File: src/bbr_pkg.sv
// What this block does
// - Low megabyte of SRAM, peripheral is bit-band
// - Direct SRAM bit-band accesses pass unchanged
// - SRAM alias data remapped, fetches pass through
// - Peripheral alias data remapped, fetches refused
// - Alias offset equals byte times 32 plus bit times 4
// - Decoded bit position ranges zero to seven
// - Memory access keeps alias access size
// - Write bit 0 sets or clears target
// - Written bits 31 to 1 ignored
// - Alias read returns zero or one word
// - Byte lanes are little-endian
package bbr_pkg;

  // ------------------------------------------------------------
  // Address map
  // ------------------------------------------------------------
  localparam logic [31:0] SRAM_BAND_BASE = 32'h2000_0000;
  localparam logic [31:0] SRAM_ALIAS_BASE = 32'h2200_0000;
  localparam logic [31:0] PERI_BAND_BASE = 32'h4000_0000;
  localparam logic [31:0] PERI_ALIAS_BASE = 32'h4200_0000;
  localparam int ALIAS_SPAN_BITS = 25;   // 32 MB alias window
  localparam int BAND_SPAN_BITS = 20;    // 1 MB bit-band window
  localparam int BIT_FIELD_LSB = 2;      // Bit number times 4
  localparam int BYTE_FIELD_LSB = 5;     // Byte offset times 32

  // ------------------------------------------------------------
  // Access size codes
  // ------------------------------------------------------------
  localparam logic [1:0] SIZE_BYTE = 2'h0;
  localparam logic [1:0] SIZE_HALF = 2'h1;
  localparam logic [1:0] SIZE_WORD = 2'h2;

  typedef struct packed {
    logic [31:0] addr;
    logic [1:0] size;
    logic write;
    logic fetch;
    logic [31:0] wdata;
  } bbr_req_s;

  typedef enum logic [1:0] {
    ST_IDLE = 2'b00,
    ST_READ = 2'b01,
    ST_WRITE = 2'b10,
    ST_DONE = 2'b11
  } bbr_state_e;

endpackage

File: src/bbr_remapper.sv
`timescale 1ns/10ps
module bbr_remapper
  import bbr_pkg::*;
(
  input wire logic clock,           // 100 MHz bus clock
  input wire logic rst,             // Async reset, active high
  input wire bbr_req_s cpuReq,      // Processor request
  input wire logic cpuValid,        // Processor request valid
  output logic cpuReady,            // Request taken / answered
  output logic [31:0] cpuRdata,     // Read data
  output logic cpuError,            // Refused access
  output bbr_req_s memReq,          // Memory request
  output logic memValid,            // Memory request valid
  input wire logic memReady,        // Memory accepted and answered
  input wire logic [31:0] memRdata  // Memory read data
);

  // ------------------------------------------------------------
  // Region decode
  // ------------------------------------------------------------
  wire logic [31:0] aBase = {cpuReq.addr[31:ALIAS_SPAN_BITS], {ALIAS_SPAN_BITS{1'b0}}};
  wire logic inSramAlias = (aBase == SRAM_ALIAS_BASE);
  wire logic inPeriAlias = (aBase == PERI_ALIAS_BASE);
  // Fetches into the SRAM alias pass through untouched
  wire logic remap = (inSramAlias | inPeriAlias) & ~cpuReq.fetch;
  // Peripheral alias is execute-never
  wire logic refuse = inPeriAlias & cpuReq.fetch;
  wire logic [BAND_SPAN_BITS-1:0] byteOff =
    cpuReq.addr[BYTE_FIELD_LSB+BAND_SPAN_BITS-1:BYTE_FIELD_LSB];
  wire logic [2:0] bitNum = cpuReq.addr[BIT_FIELD_LSB+2:BIT_FIELD_LSB];
  wire logic [31:0] bandBase = inSramAlias ? SRAM_BAND_BASE : PERI_BAND_BASE;
  wire logic [31:0] bandAddr = bandBase | {12'h000, byteOff};

  // ------------------------------------------------------------
  // Captured remap request
  // ------------------------------------------------------------
  bbr_state_e state_q, state_d;
  logic [31:0] addr_q;
  logic [1:0] size_q;
  logic [2:0] bit_q;
  logic wr_q, val_q;
  logic [31:0] word_q;
  logic [31:0] merged;
  logic picked;

  // Word-aligned address with the byte lane ORed back in for memory, byte lane for the lane picker; size kept for memory
  wire logic [31:0] wordAddr = {addr_q[31:2], 2'b00};
  wire logic [1:0] laneSel = addr_q[1:0];

  // The picker reads the live word during the read half and the held
  // word during the write half, so one lane helper serves both
  wire logic [31:0] laneWord = (state_q == ST_READ) ? memRdata : word_q;

  bbr_lane lane (
    .byteSel(laneSel),
    .bitSel(bit_q),
    .word(laneWord),
    .newBit(val_q),
    .merged(merged),
    .picked(picked)
  );

  // ------------------------------------------------------------
  // Sequencer
  // ------------------------------------------------------------
  // A write holds the bus from its read straight into its write, so
  // nothing can slip in between; the cost is one extra bus cycle.
  always_comb begin
    state_d = state_q;
    case (state_q)
      ST_IDLE: begin
        if (cpuValid && remap && !refuse) begin
          state_d = ST_READ;
        end
      end
      ST_READ: begin
        if (memReady) begin
          state_d = wr_q ? ST_WRITE : ST_DONE;
        end
      end
      ST_WRITE: begin
        if (memReady) begin
          state_d = ST_DONE;
        end
      end
      ST_DONE: begin
        state_d = ST_IDLE;
      end
      default: begin
        state_d = ST_IDLE;
      end
    endcase
  end

  always_ff @(posedge clock or posedge rst) begin
    if (rst) begin
      state_q <= ST_IDLE;
    end else begin
      state_q <= state_d;
    end
  end

  // Capture the alias request and the read word
  always_ff @(posedge clock or posedge rst) begin
    if (rst) begin
      addr_q <= 32'h0000_0000;
      size_q <= SIZE_WORD;
      bit_q <= 3'h0;
      wr_q <= 1'b0;
      val_q <= 1'b0;
      word_q <= 32'h0000_0000;
    end else if (state_q == ST_IDLE && cpuValid && remap) begin
      addr_q <= bandAddr;
      size_q <= cpuReq.size;
      bit_q <= bitNum;
      wr_q <= cpuReq.write;
      val_q <= cpuReq.wdata[0];
    end else if (state_q == ST_READ && memReady) begin
      word_q <= memRdata;
    end
  end

  // Read answer word: zero or one only
  logic [31:0] rdata_q;
  always_ff @(posedge clock or posedge rst) begin
    if (rst) begin
      rdata_q <= 32'h0000_0000;
    end else if (state_q == ST_READ && memReady) begin
      rdata_q <= {31'h0000_0000, picked};
    end
  end

  // ------------------------------------------------------------
  // Bus steering
  // ------------------------------------------------------------
  wire logic busy = (state_q != ST_IDLE);
  wire logic inRmw = (state_q == ST_READ) || (state_q == ST_WRITE);
  bbr_req_s rmwReq;
  always_comb begin
    rmwReq.addr = wordAddr | {30'h0000_0000, laneSel};
    rmwReq.size = size_q;
    rmwReq.write = (state_q == ST_WRITE);
    rmwReq.fetch = 1'b0;
    rmwReq.wdata = merged;
  end

  // Direct accesses, band included, go straight to memory
  wire logic passThru = !busy && cpuValid && !remap && !refuse;
  assign memReq = inRmw ? rmwReq : cpuReq;
  assign memValid = inRmw || passThru;
  assign cpuReady = (state_q == ST_DONE) || (passThru && memReady) ||
                    (!busy && cpuValid && refuse);
  assign cpuRdata = (state_q == ST_DONE) ? rdata_q : memRdata;
  assign cpuError = !busy && cpuValid && refuse;

endmodule

File: src/bbr_lane.sv
`timescale 1ns/10ps
// Byte-lane helper: places a bit in its little-endian lane and picks it back
module bbr_lane
  import bbr_pkg::*;
(
  input wire logic [1:0] byteSel,   // Byte address within the word
  input wire logic [2:0] bitSel,    // Bit within that byte
  input wire logic [31:0] word,     // Memory word read
  input wire logic newBit,          // Value to store
  output logic [31:0] merged,       // Word with target bit replaced
  output logic picked               // Current target bit
);

  // ------------------------------------------------------------
  // Lane arithmetic
  // ------------------------------------------------------------
  // Lowest byte address sits in bits 7:0
  wire logic [4:0] bitIdx = {byteSel, bitSel};
  wire logic [31:0] oneHot = 32'h0000_0001 << bitIdx;

  assign picked = word[bitIdx];
  // Only the chosen bit changes; neighbours are kept from the read
  assign merged = newBit ? (word | oneHot) : (word & ~oneHot);

endmodule

File: config.mk
export PLATFORM = sky130hd
export DESIGN_NAME = bbr_remapper
export DESIGN_NICKNAME = d
export VERILOG_FILES = /design/src/bbr_pkg.sv /design/src/bbr_remapper.sv /design/src/bbr_lane.sv
export SDC_FILE = /design/constraint.sdc
export NUM_CORES = 1
export LEC_CHECK = 0
export BUFFER_PORTS_ARGS = -buffer_cell sky130_fd_sc_hd__buf_2
export CAP_MARGIN = 25
export CORE_ASPECT_RATIO = 2
export CORE_UTILIZATION = 30
export CTS_BUF_LIST = sky130_fd_sc_hd__clkbuf_16
export DETAILED_ROUTE_END_ITERATION = 8
export GPL_ROUTABILITY_DRIVEN = 0
export GPL_TIMING_DRIVEN = 0
export HOLD_SLACK_MARGIN = 0.06
export PLACE_DENSITY = 0.63
export SLEW_MARGIN = 20
export SYNTH_ARGS = -nofsm -noshare
export SYNTH_HDL_FRONTEND = slang
export SYNTH_HIERARCHICAL = 1
export SYNTH_SLANG_ARGS = --single-unit
File: constraint.sdc
create_clock -name clock -period 3 [get_ports clock]
set_clock_uncertainty 0.2 [all_clocks]
set_input_delay 0.3 -clock clock [delete_from_list [all_inputs] [get_ports clock]]
set_output_delay 0.3 -clock clock [all_outputs]
set_load 0.1 [all_outputs]
# After elaboration in Yosys (flattened, before gate mapping)
# Index checks and enable logic that the tools add are counted.
[op_classes] order_cmp=1 n_mux=12 n_bitwise=10 eq_ne=8 reduce_logical=21 n_addsub=0 n_div=0 n_shift=1 multipliers=0
[op_table] cell="2-to-1 mux 32 bit" n=3
[op_table] cell="2-to-1 mux 68 bit" n=1
[op_table] cell="AND 32 bit" n=1
[op_table] cell="NOT 32 bit" n=1
[op_table] cell="bitwise OR 32 x 2 -> 32 bit" n=1
[op_table] cell="bitwise OR 32 bit" n=1
[op_table] cell="<< shifter 1 x 5 -> 32 bit, first input constant" n=1
[op_table] cell="2-to-1 mux 31 bit" n=1
[op_table] cell="bitwise OR 31 x 20 -> 31 bit" n=1
[op_table] cell="logical AND 1 bit" n=10
[op_table] cell="one-hot mux 2 bit (4 select lines)" n=1
[op_table] cell="equality test 7 x 5 -> 1 bit, second input constant" n=1
[op_table] cell="equality test 7 x 6 -> 1 bit, second input constant" n=1
[op_table] cell="< comparator 5 x 6 -> 1 bit, second input constant" n=1
[op_table] cell="2-to-1 mux 2 bit" n=3
[op_table] cell="!= test 2 bit, second input constant" n=3
[op_table] cell="binary-select mux 1 bit (select 5 bit)" n=1
[op_table] cell="equality test 2 bit, second input constant" n=2
[op_table] cell="logical OR 1 bit" n=4
[op_table] cell="zero test 1 bit" n=3
[op_table] cell="AND reduction 3 bit" n=1
[op_table] cell="AND 1 bit" n=2
[op_table] cell="equality test 2 x 1 -> 1 bit, second input constant" n=1
[op_table] cell="zero test 2 bit" n=1
[op_table] cell="other kinds (5)" n=7
[totals] memories=0 romBits=0 output_inout_bits=103 ramBits=0 latch_bits=0 reg_bits=74

# Depth between registers and ports, before layout
[logic_depth] word_depth=9 depth_mapped=10 depth_no_buf=8

# By module
# Netlist, hierarchy kept.
[modules_own_cells] mod="bbr_remapper" instances=1 seq_area_each_um2=1602.8 area_per_inst_um2=3983.8 cells_each=316
[modules_own_cells] mod="bbr_lane" instances=1 seq_area_each_um2=0.0 area_per_inst_um2=927.1 cells_each=113

# Worst setup path after synthesis
# OpenSTA, ideal clock, no wires.
[synth_path] path_type="flip-flop to flip-flop" from="register state_q[1]" to="register rdata_q[0]" setup_slack_ns=-0.140 stages_incl_launch_ff=11 arrival_time_ns=2.815 t_required_ns=2.675 setup_ns=0.125 synth_period_minus_slack_ns=3.140 cell_sequence="dfrtp_1 > inv_1 > ha_1 > clkbuf_1 > clkbuf_1 > mux2_2 > mux4_1 > a221oi_2 > and3_1 > nor3_1 > mux2_2"
[synth_via] elab_chain_len=4 word_cells_on_any_way=5
[synth_rtl] item="start: declaration" line="bbr_remapper.sv:37" text="bbr_state_e state_q, state_d;"
[synth_rtl] item="start signal: assignment" line="bbr_remapper.sv:99" text="state_q <= state_d;"
[synth_rtl] item="equality test 2 x 1 -> 1 bit" line="bbr_remapper.sv:52" text="wire logic [31:0] laneWord = (state_q == ST_READ) ? memRdata : word_q;"
[synth_rtl] item="2-to-1 mux 32 bit" line="bbr_remapper.sv:52"
[synth_rtl] item="via laneWord[17]" line="bbr_remapper.sv:52"
[synth_rtl] item="binary-select mux 1 bit (select 5 bit)" line="bbr_lane.sv:21" text="assign picked = word[bitIdx];"
[synth_rtl] item="2-to-1 mux 1 bit (implied by the code)" line="bbr_lane.sv:21"
[synth_rtl] item="via picked" line="bbr_remapper.sv:44" text="logic picked;"
[synth_rtl] item="end signal: assignment" line="bbr_remapper.sv:129" text="rdata_q <= {31'h0000_0000, picked};"
[synth_rtl] item="end: declaration" line="bbr_remapper.sv:124" text="logic [31:0] rdata_q;"
# The timed path passes the listed nets, and every way through them passes these cells. The select of a mux whose other input is x is not followed.
# A chain may end at the register's enable or synchronous reset.

==> impl_metrics.prom <==
# TYPE chip_impl_metric gauge
chip_impl_metric{name="detail_route.drc_violations",unit=""} 0
chip_impl_metric{name="synth.net_count",unit=""} 538
chip_impl_metric{name="global_route.usage.total",unit="%"} 20.3
chip_impl_info{name="hold_path.class",value="input pin to flip-flop"} 1
chip_impl_metric{name="vias",unit=""} 4451
chip_impl_metric{name="tritoncts.num_buffers",unit=""} 9
chip_impl_metric{name="placement.io_buffers",unit=""} 206
chip_impl_metric{name="wirelength",unit="um"} 16900
chip_impl_metric{name="syn_area_per_cell",unit="sq um"} 11.4
chip_impl_metric{name="overflow",unit=""} 0
chip_impl_metric{name="first_pass_grt_wire_length",unit="um"} 25500
chip_impl_metric{name="drv_slew",unit=""} 0
chip_impl_info{name="hold_end",value="word_q[18]"} 1
chip_impl_metric{name="synthesis.instances",unit=""} 429
chip_impl_info{name="tritoncts",value="done"} 1
chip_impl_info{name="outcome",value="finished, final reports clean"} 1
chip_impl_metric{name="detail-route-antenna-nets",unit=""} 0
chip_impl_info{name="critical_path_class",value="flip-flop to output pin"} 1
chip_impl_info{name="hold_path_startpoint",value="memRdata[18]"} 1
chip_impl_metric{name="drt_iter0_drc",unit=""} 112
chip_impl_metric{name="fin_crit_sh",unit="%"} 97.8
chip_impl_metric{name="r2r_cells",unit=""} 9
chip_impl_info{name="dominantRegCellSynth",value="dfrtp_1"} 1
chip_impl_info{name="reg2reg_to",value="rdata_q[0]"} 1
chip_impl_metric{name="post_drt_wl_per_cell",unit="um"} 18.5
chip_impl_metric{name="initial_cell_density_of_the_core",unit="%"} 31.0
chip_impl_metric{name="min_period",unit="ns"} 2.93
chip_impl_metric{name="cts-htree-levels",unit=""} 3
chip_impl_metric{name="dp_hpwl",unit="um"} 13000
chip_impl_metric{name="fill_cells",unit=""} 1526
chip_impl_metric{name="grt_antenna_before_repair",unit=""} 1
chip_impl_info{name="worst_r2r_startpoint",value="state_q[1]"} 1
chip_impl_metric{name="slew_headroom",unit="%"} 53.2
chip_impl_metric{name="r2r_setup_slack",unit="ns"} 0.10
chip_impl_metric{name="async_flop_share",unit="%"} 100
chip_impl_metric{name="worst_ep_required_time",unit="ns"} 2.50
chip_impl_metric{name="postLayoutCellArea",unit="sq um"} 7260
chip_impl_metric{name="core_area",unit="sq um"} 15900
chip_impl_metric{name="clock_latency_at_the_later_pin_of_the_worst_skew_pair",unit="ns"} 0.33
chip_impl_metric{name="area_growth",unit="%"} 47.8
chip_impl_metric{name="layout.nets",unit=""} 818
chip_impl_info{name="cts-root-buf",value="clkbuf_16"} 1
chip_impl_metric{name="clk_pin_slew",unit="ns"} 0.05
chip_impl_metric{name="arrival_time_of_the_worst_setup_path",unit="ns"} 2.43
chip_impl_metric{name="critPathMaxFanout",unit=""} 10
chip_impl_metric{name="grt_start_max_net_pins",unit=""} 40
chip_impl_metric{name="firstDrtPassIters",unit=""} 4
chip_impl_metric{name="synth_seq_cells",unit=""} 64
chip_impl_metric{name="grt_pass1_vias",unit=""} 4745
chip_impl_metric{name="yosysWarnings",unit=""} 6
chip_impl_info{name="setup.worst_path.end_class",value="output pin"} 1
chip_impl_metric{name="synth.distinct_cells",unit=""} 47
chip_impl_metric{name="cap_viol_max_count",unit=""} 0
chip_impl_metric{name="die_height",unit="um"} 183
chip_impl_info{name="worstSetupStartpointType",value="flip-flop"} 1
chip_impl_metric{name="tightestPinTransition",unit="ns"} 0.702
chip_impl_metric{name="synth_enable_flop_cells",unit=""} 0
chip_impl_metric{name="placed_area",unit="sq um"} 6220
chip_impl_metric{name="final_setup_viols",unit=""} 0
chip_impl_metric{name="ios",unit=""} 207
chip_impl_metric{name="design.die.area",unit="sq um"} 16900
chip_impl_metric{name="core.rowCount",unit=""} 65
chip_impl_metric{name="dieWidth",unit="um"} 92.5
chip_impl_metric{name="worst_hold_path.num_cells",unit=""} 2
chip_impl_metric{name="drive_above_1_share",unit="%"} 62.2
chip_impl_metric{name="post_synth_instance_area",unit="sq um"} 4910
chip_impl_metric{name="max_freq",unit="MHz"} 341
chip_impl_metric{name="final-hold-violation-count",unit=""} 0
chip_impl_metric{name="synth_sequential_area_ratio",unit="%"} 32.6
chip_impl_metric{name="vias_per_cell",unit=""} 4.87
chip_impl_metric{name="clk_path_buf_depth",unit=""} 2
chip_impl_info{name="grt_setup_unrepaired",value="true"} 1
chip_impl_metric{name="clock_sink_count",unit=""} 64
==> layout make-up <==
type | count | area [sq um] | share of cell area [%]
multi-input combinational | 327 | 3170 | 43.7
timing repair buffer | 270 | 1750 | 24.1
sequential | 64 | 1600 | 22.1
tap | 201 | 251 | 3.47
clock buffer | 9 | 225 | 3.10
buffer | 30 | 210 | 2.90
inverter | 7 | 28.8 | 0.397
clock inverter | 5 | 18.8 | 0.259
antenna | 1 | 2.50 | 0.0345
==> critical path, cell delays in order, from the launching register on <==
cell and delay (ns):
dfrtp_1 0.41, inv_2 0.12, ha_4 0.19, clkbuf_8 0.20, mux2_2 0.37, mux2_2 0.29, mux2_2 0.28, buf_4 0.24
==> how the worst max path moves through the flow <==
stage,start,to,cells after the start
5_1_grt,state_q[0],memReq[16],6
4_1_cts,bit_q[0],memReq[9],7
3_5_place_dp,state_q[1],rdata_q[0],10
2_1_floorplan,state_q[0],cpuReady,5
6_report,state_q[1],memReq[30],7
3_3_place_gp,state_q[1],rdata_q[0],10
==> layout by cell type, fill, tap and decap left out, types with 3 or more instances in the layout <==
cell type      count
nand3_1            8
nor2b_1           45
clkbuf_4           8
ha_1               4
mux4_1             4
clkbuf_16          9
nand3b_1           6
mux2i_1            3
dfrtp_1           62
inv_1              7
mux2_4             9
buf_6              6
nand2_1           19
nor3b_2            3
buf_2            182
buf_4             32
nor2_1            15
mux2_2           172
clkinv_1           3
clkbuf_1           9
nor3_2             3
dlygate4sd3_1     59
==> cells in the mapped netlist (all sizes together) (2+ instances only) <==
cell / number / area (sq um)
nor3b: 3 / 27.5
nand2: 20 / 77.6
and2: 2 / 12.5
nor3: 6 / 35.0
buf: 12 / 82.6
and3: 3 / 23.8
clkbuf: 19 / 71.3
dfrtp: 63 / 1580
o21ai: 2 / 10.0
nand2b: 2 / 12.5
nand3b: 6 / 45.0
inv: 7 / 26.3
mux2: 183 / 2090
mux2i: 3 / 30.0
nor2: 16 / 60.1
nand3: 8 / 40.0
nor2b: 45 / 282
ha: 5 / 62.6
mux4: 6 / 154
==> kinds of logic after synthesis <==
family	synth area share, %
flops	32.6
fa+ha+maj	1.27
simple gates	13.7
xor+xnor	0.178
buf+inv	3.67
compound gates	2.14
mux	46.4
==> flip-flops by register name, indices dropped and copies added (netlist names) <==
name	cells
addr_q	22
bit_q	3
rdata_q	1
size_q	2
state_q	2
val_q	1
word_q	32
wr_q	1
==> timing repair <==
action / 4_1_cts / 5_1_grt
endpoints found under the setup margin: 58 / 59
buffers inserted: 2 / 2
hold buffers: 59 / 0
hold endpoints to repair: 83 / 0
pin swaps: 0 / 2
gates cloned: 0 / 0
resized for setup: 29 / 59
==> metrics by stage <==
stage / instances / hold slack (ns) / util (%) / setup TNS, ns / setup slack, ns
floorplan: 429 / 0.235 / - / 0 / 0.00648
finish: 914 / 0.0677 / 45.8 / 0 / 0.0657
global placement: 836 / 0.266 / 39.1 / -16.31 / -0.569
CTS: 911 / 0.0609 / 45.1 / -0.0210 / -0.0158
global route: 914 / 0.0710 / 45.8 / -0.108 / -0.0250
detailed placement: 837 / 0.106 / 39.2 / -6.37 / -0.556
==> metal layers <==
metal | global-route usage [%] | up-vias | wire length [um]
li1 | - | 2106 | -
met5 | 0 | - | 0
met4 | 8.81 | 0 | 529
met2 | 40.2 | 150 | 9690
met3 | 3.81 | 32 | 768
met1 | 19.5 | 2163 | 5920
Power is left out: the tool's default activity adds up to more than one toggle a clock period on the data nets, which glitch-free logic cannot reach.
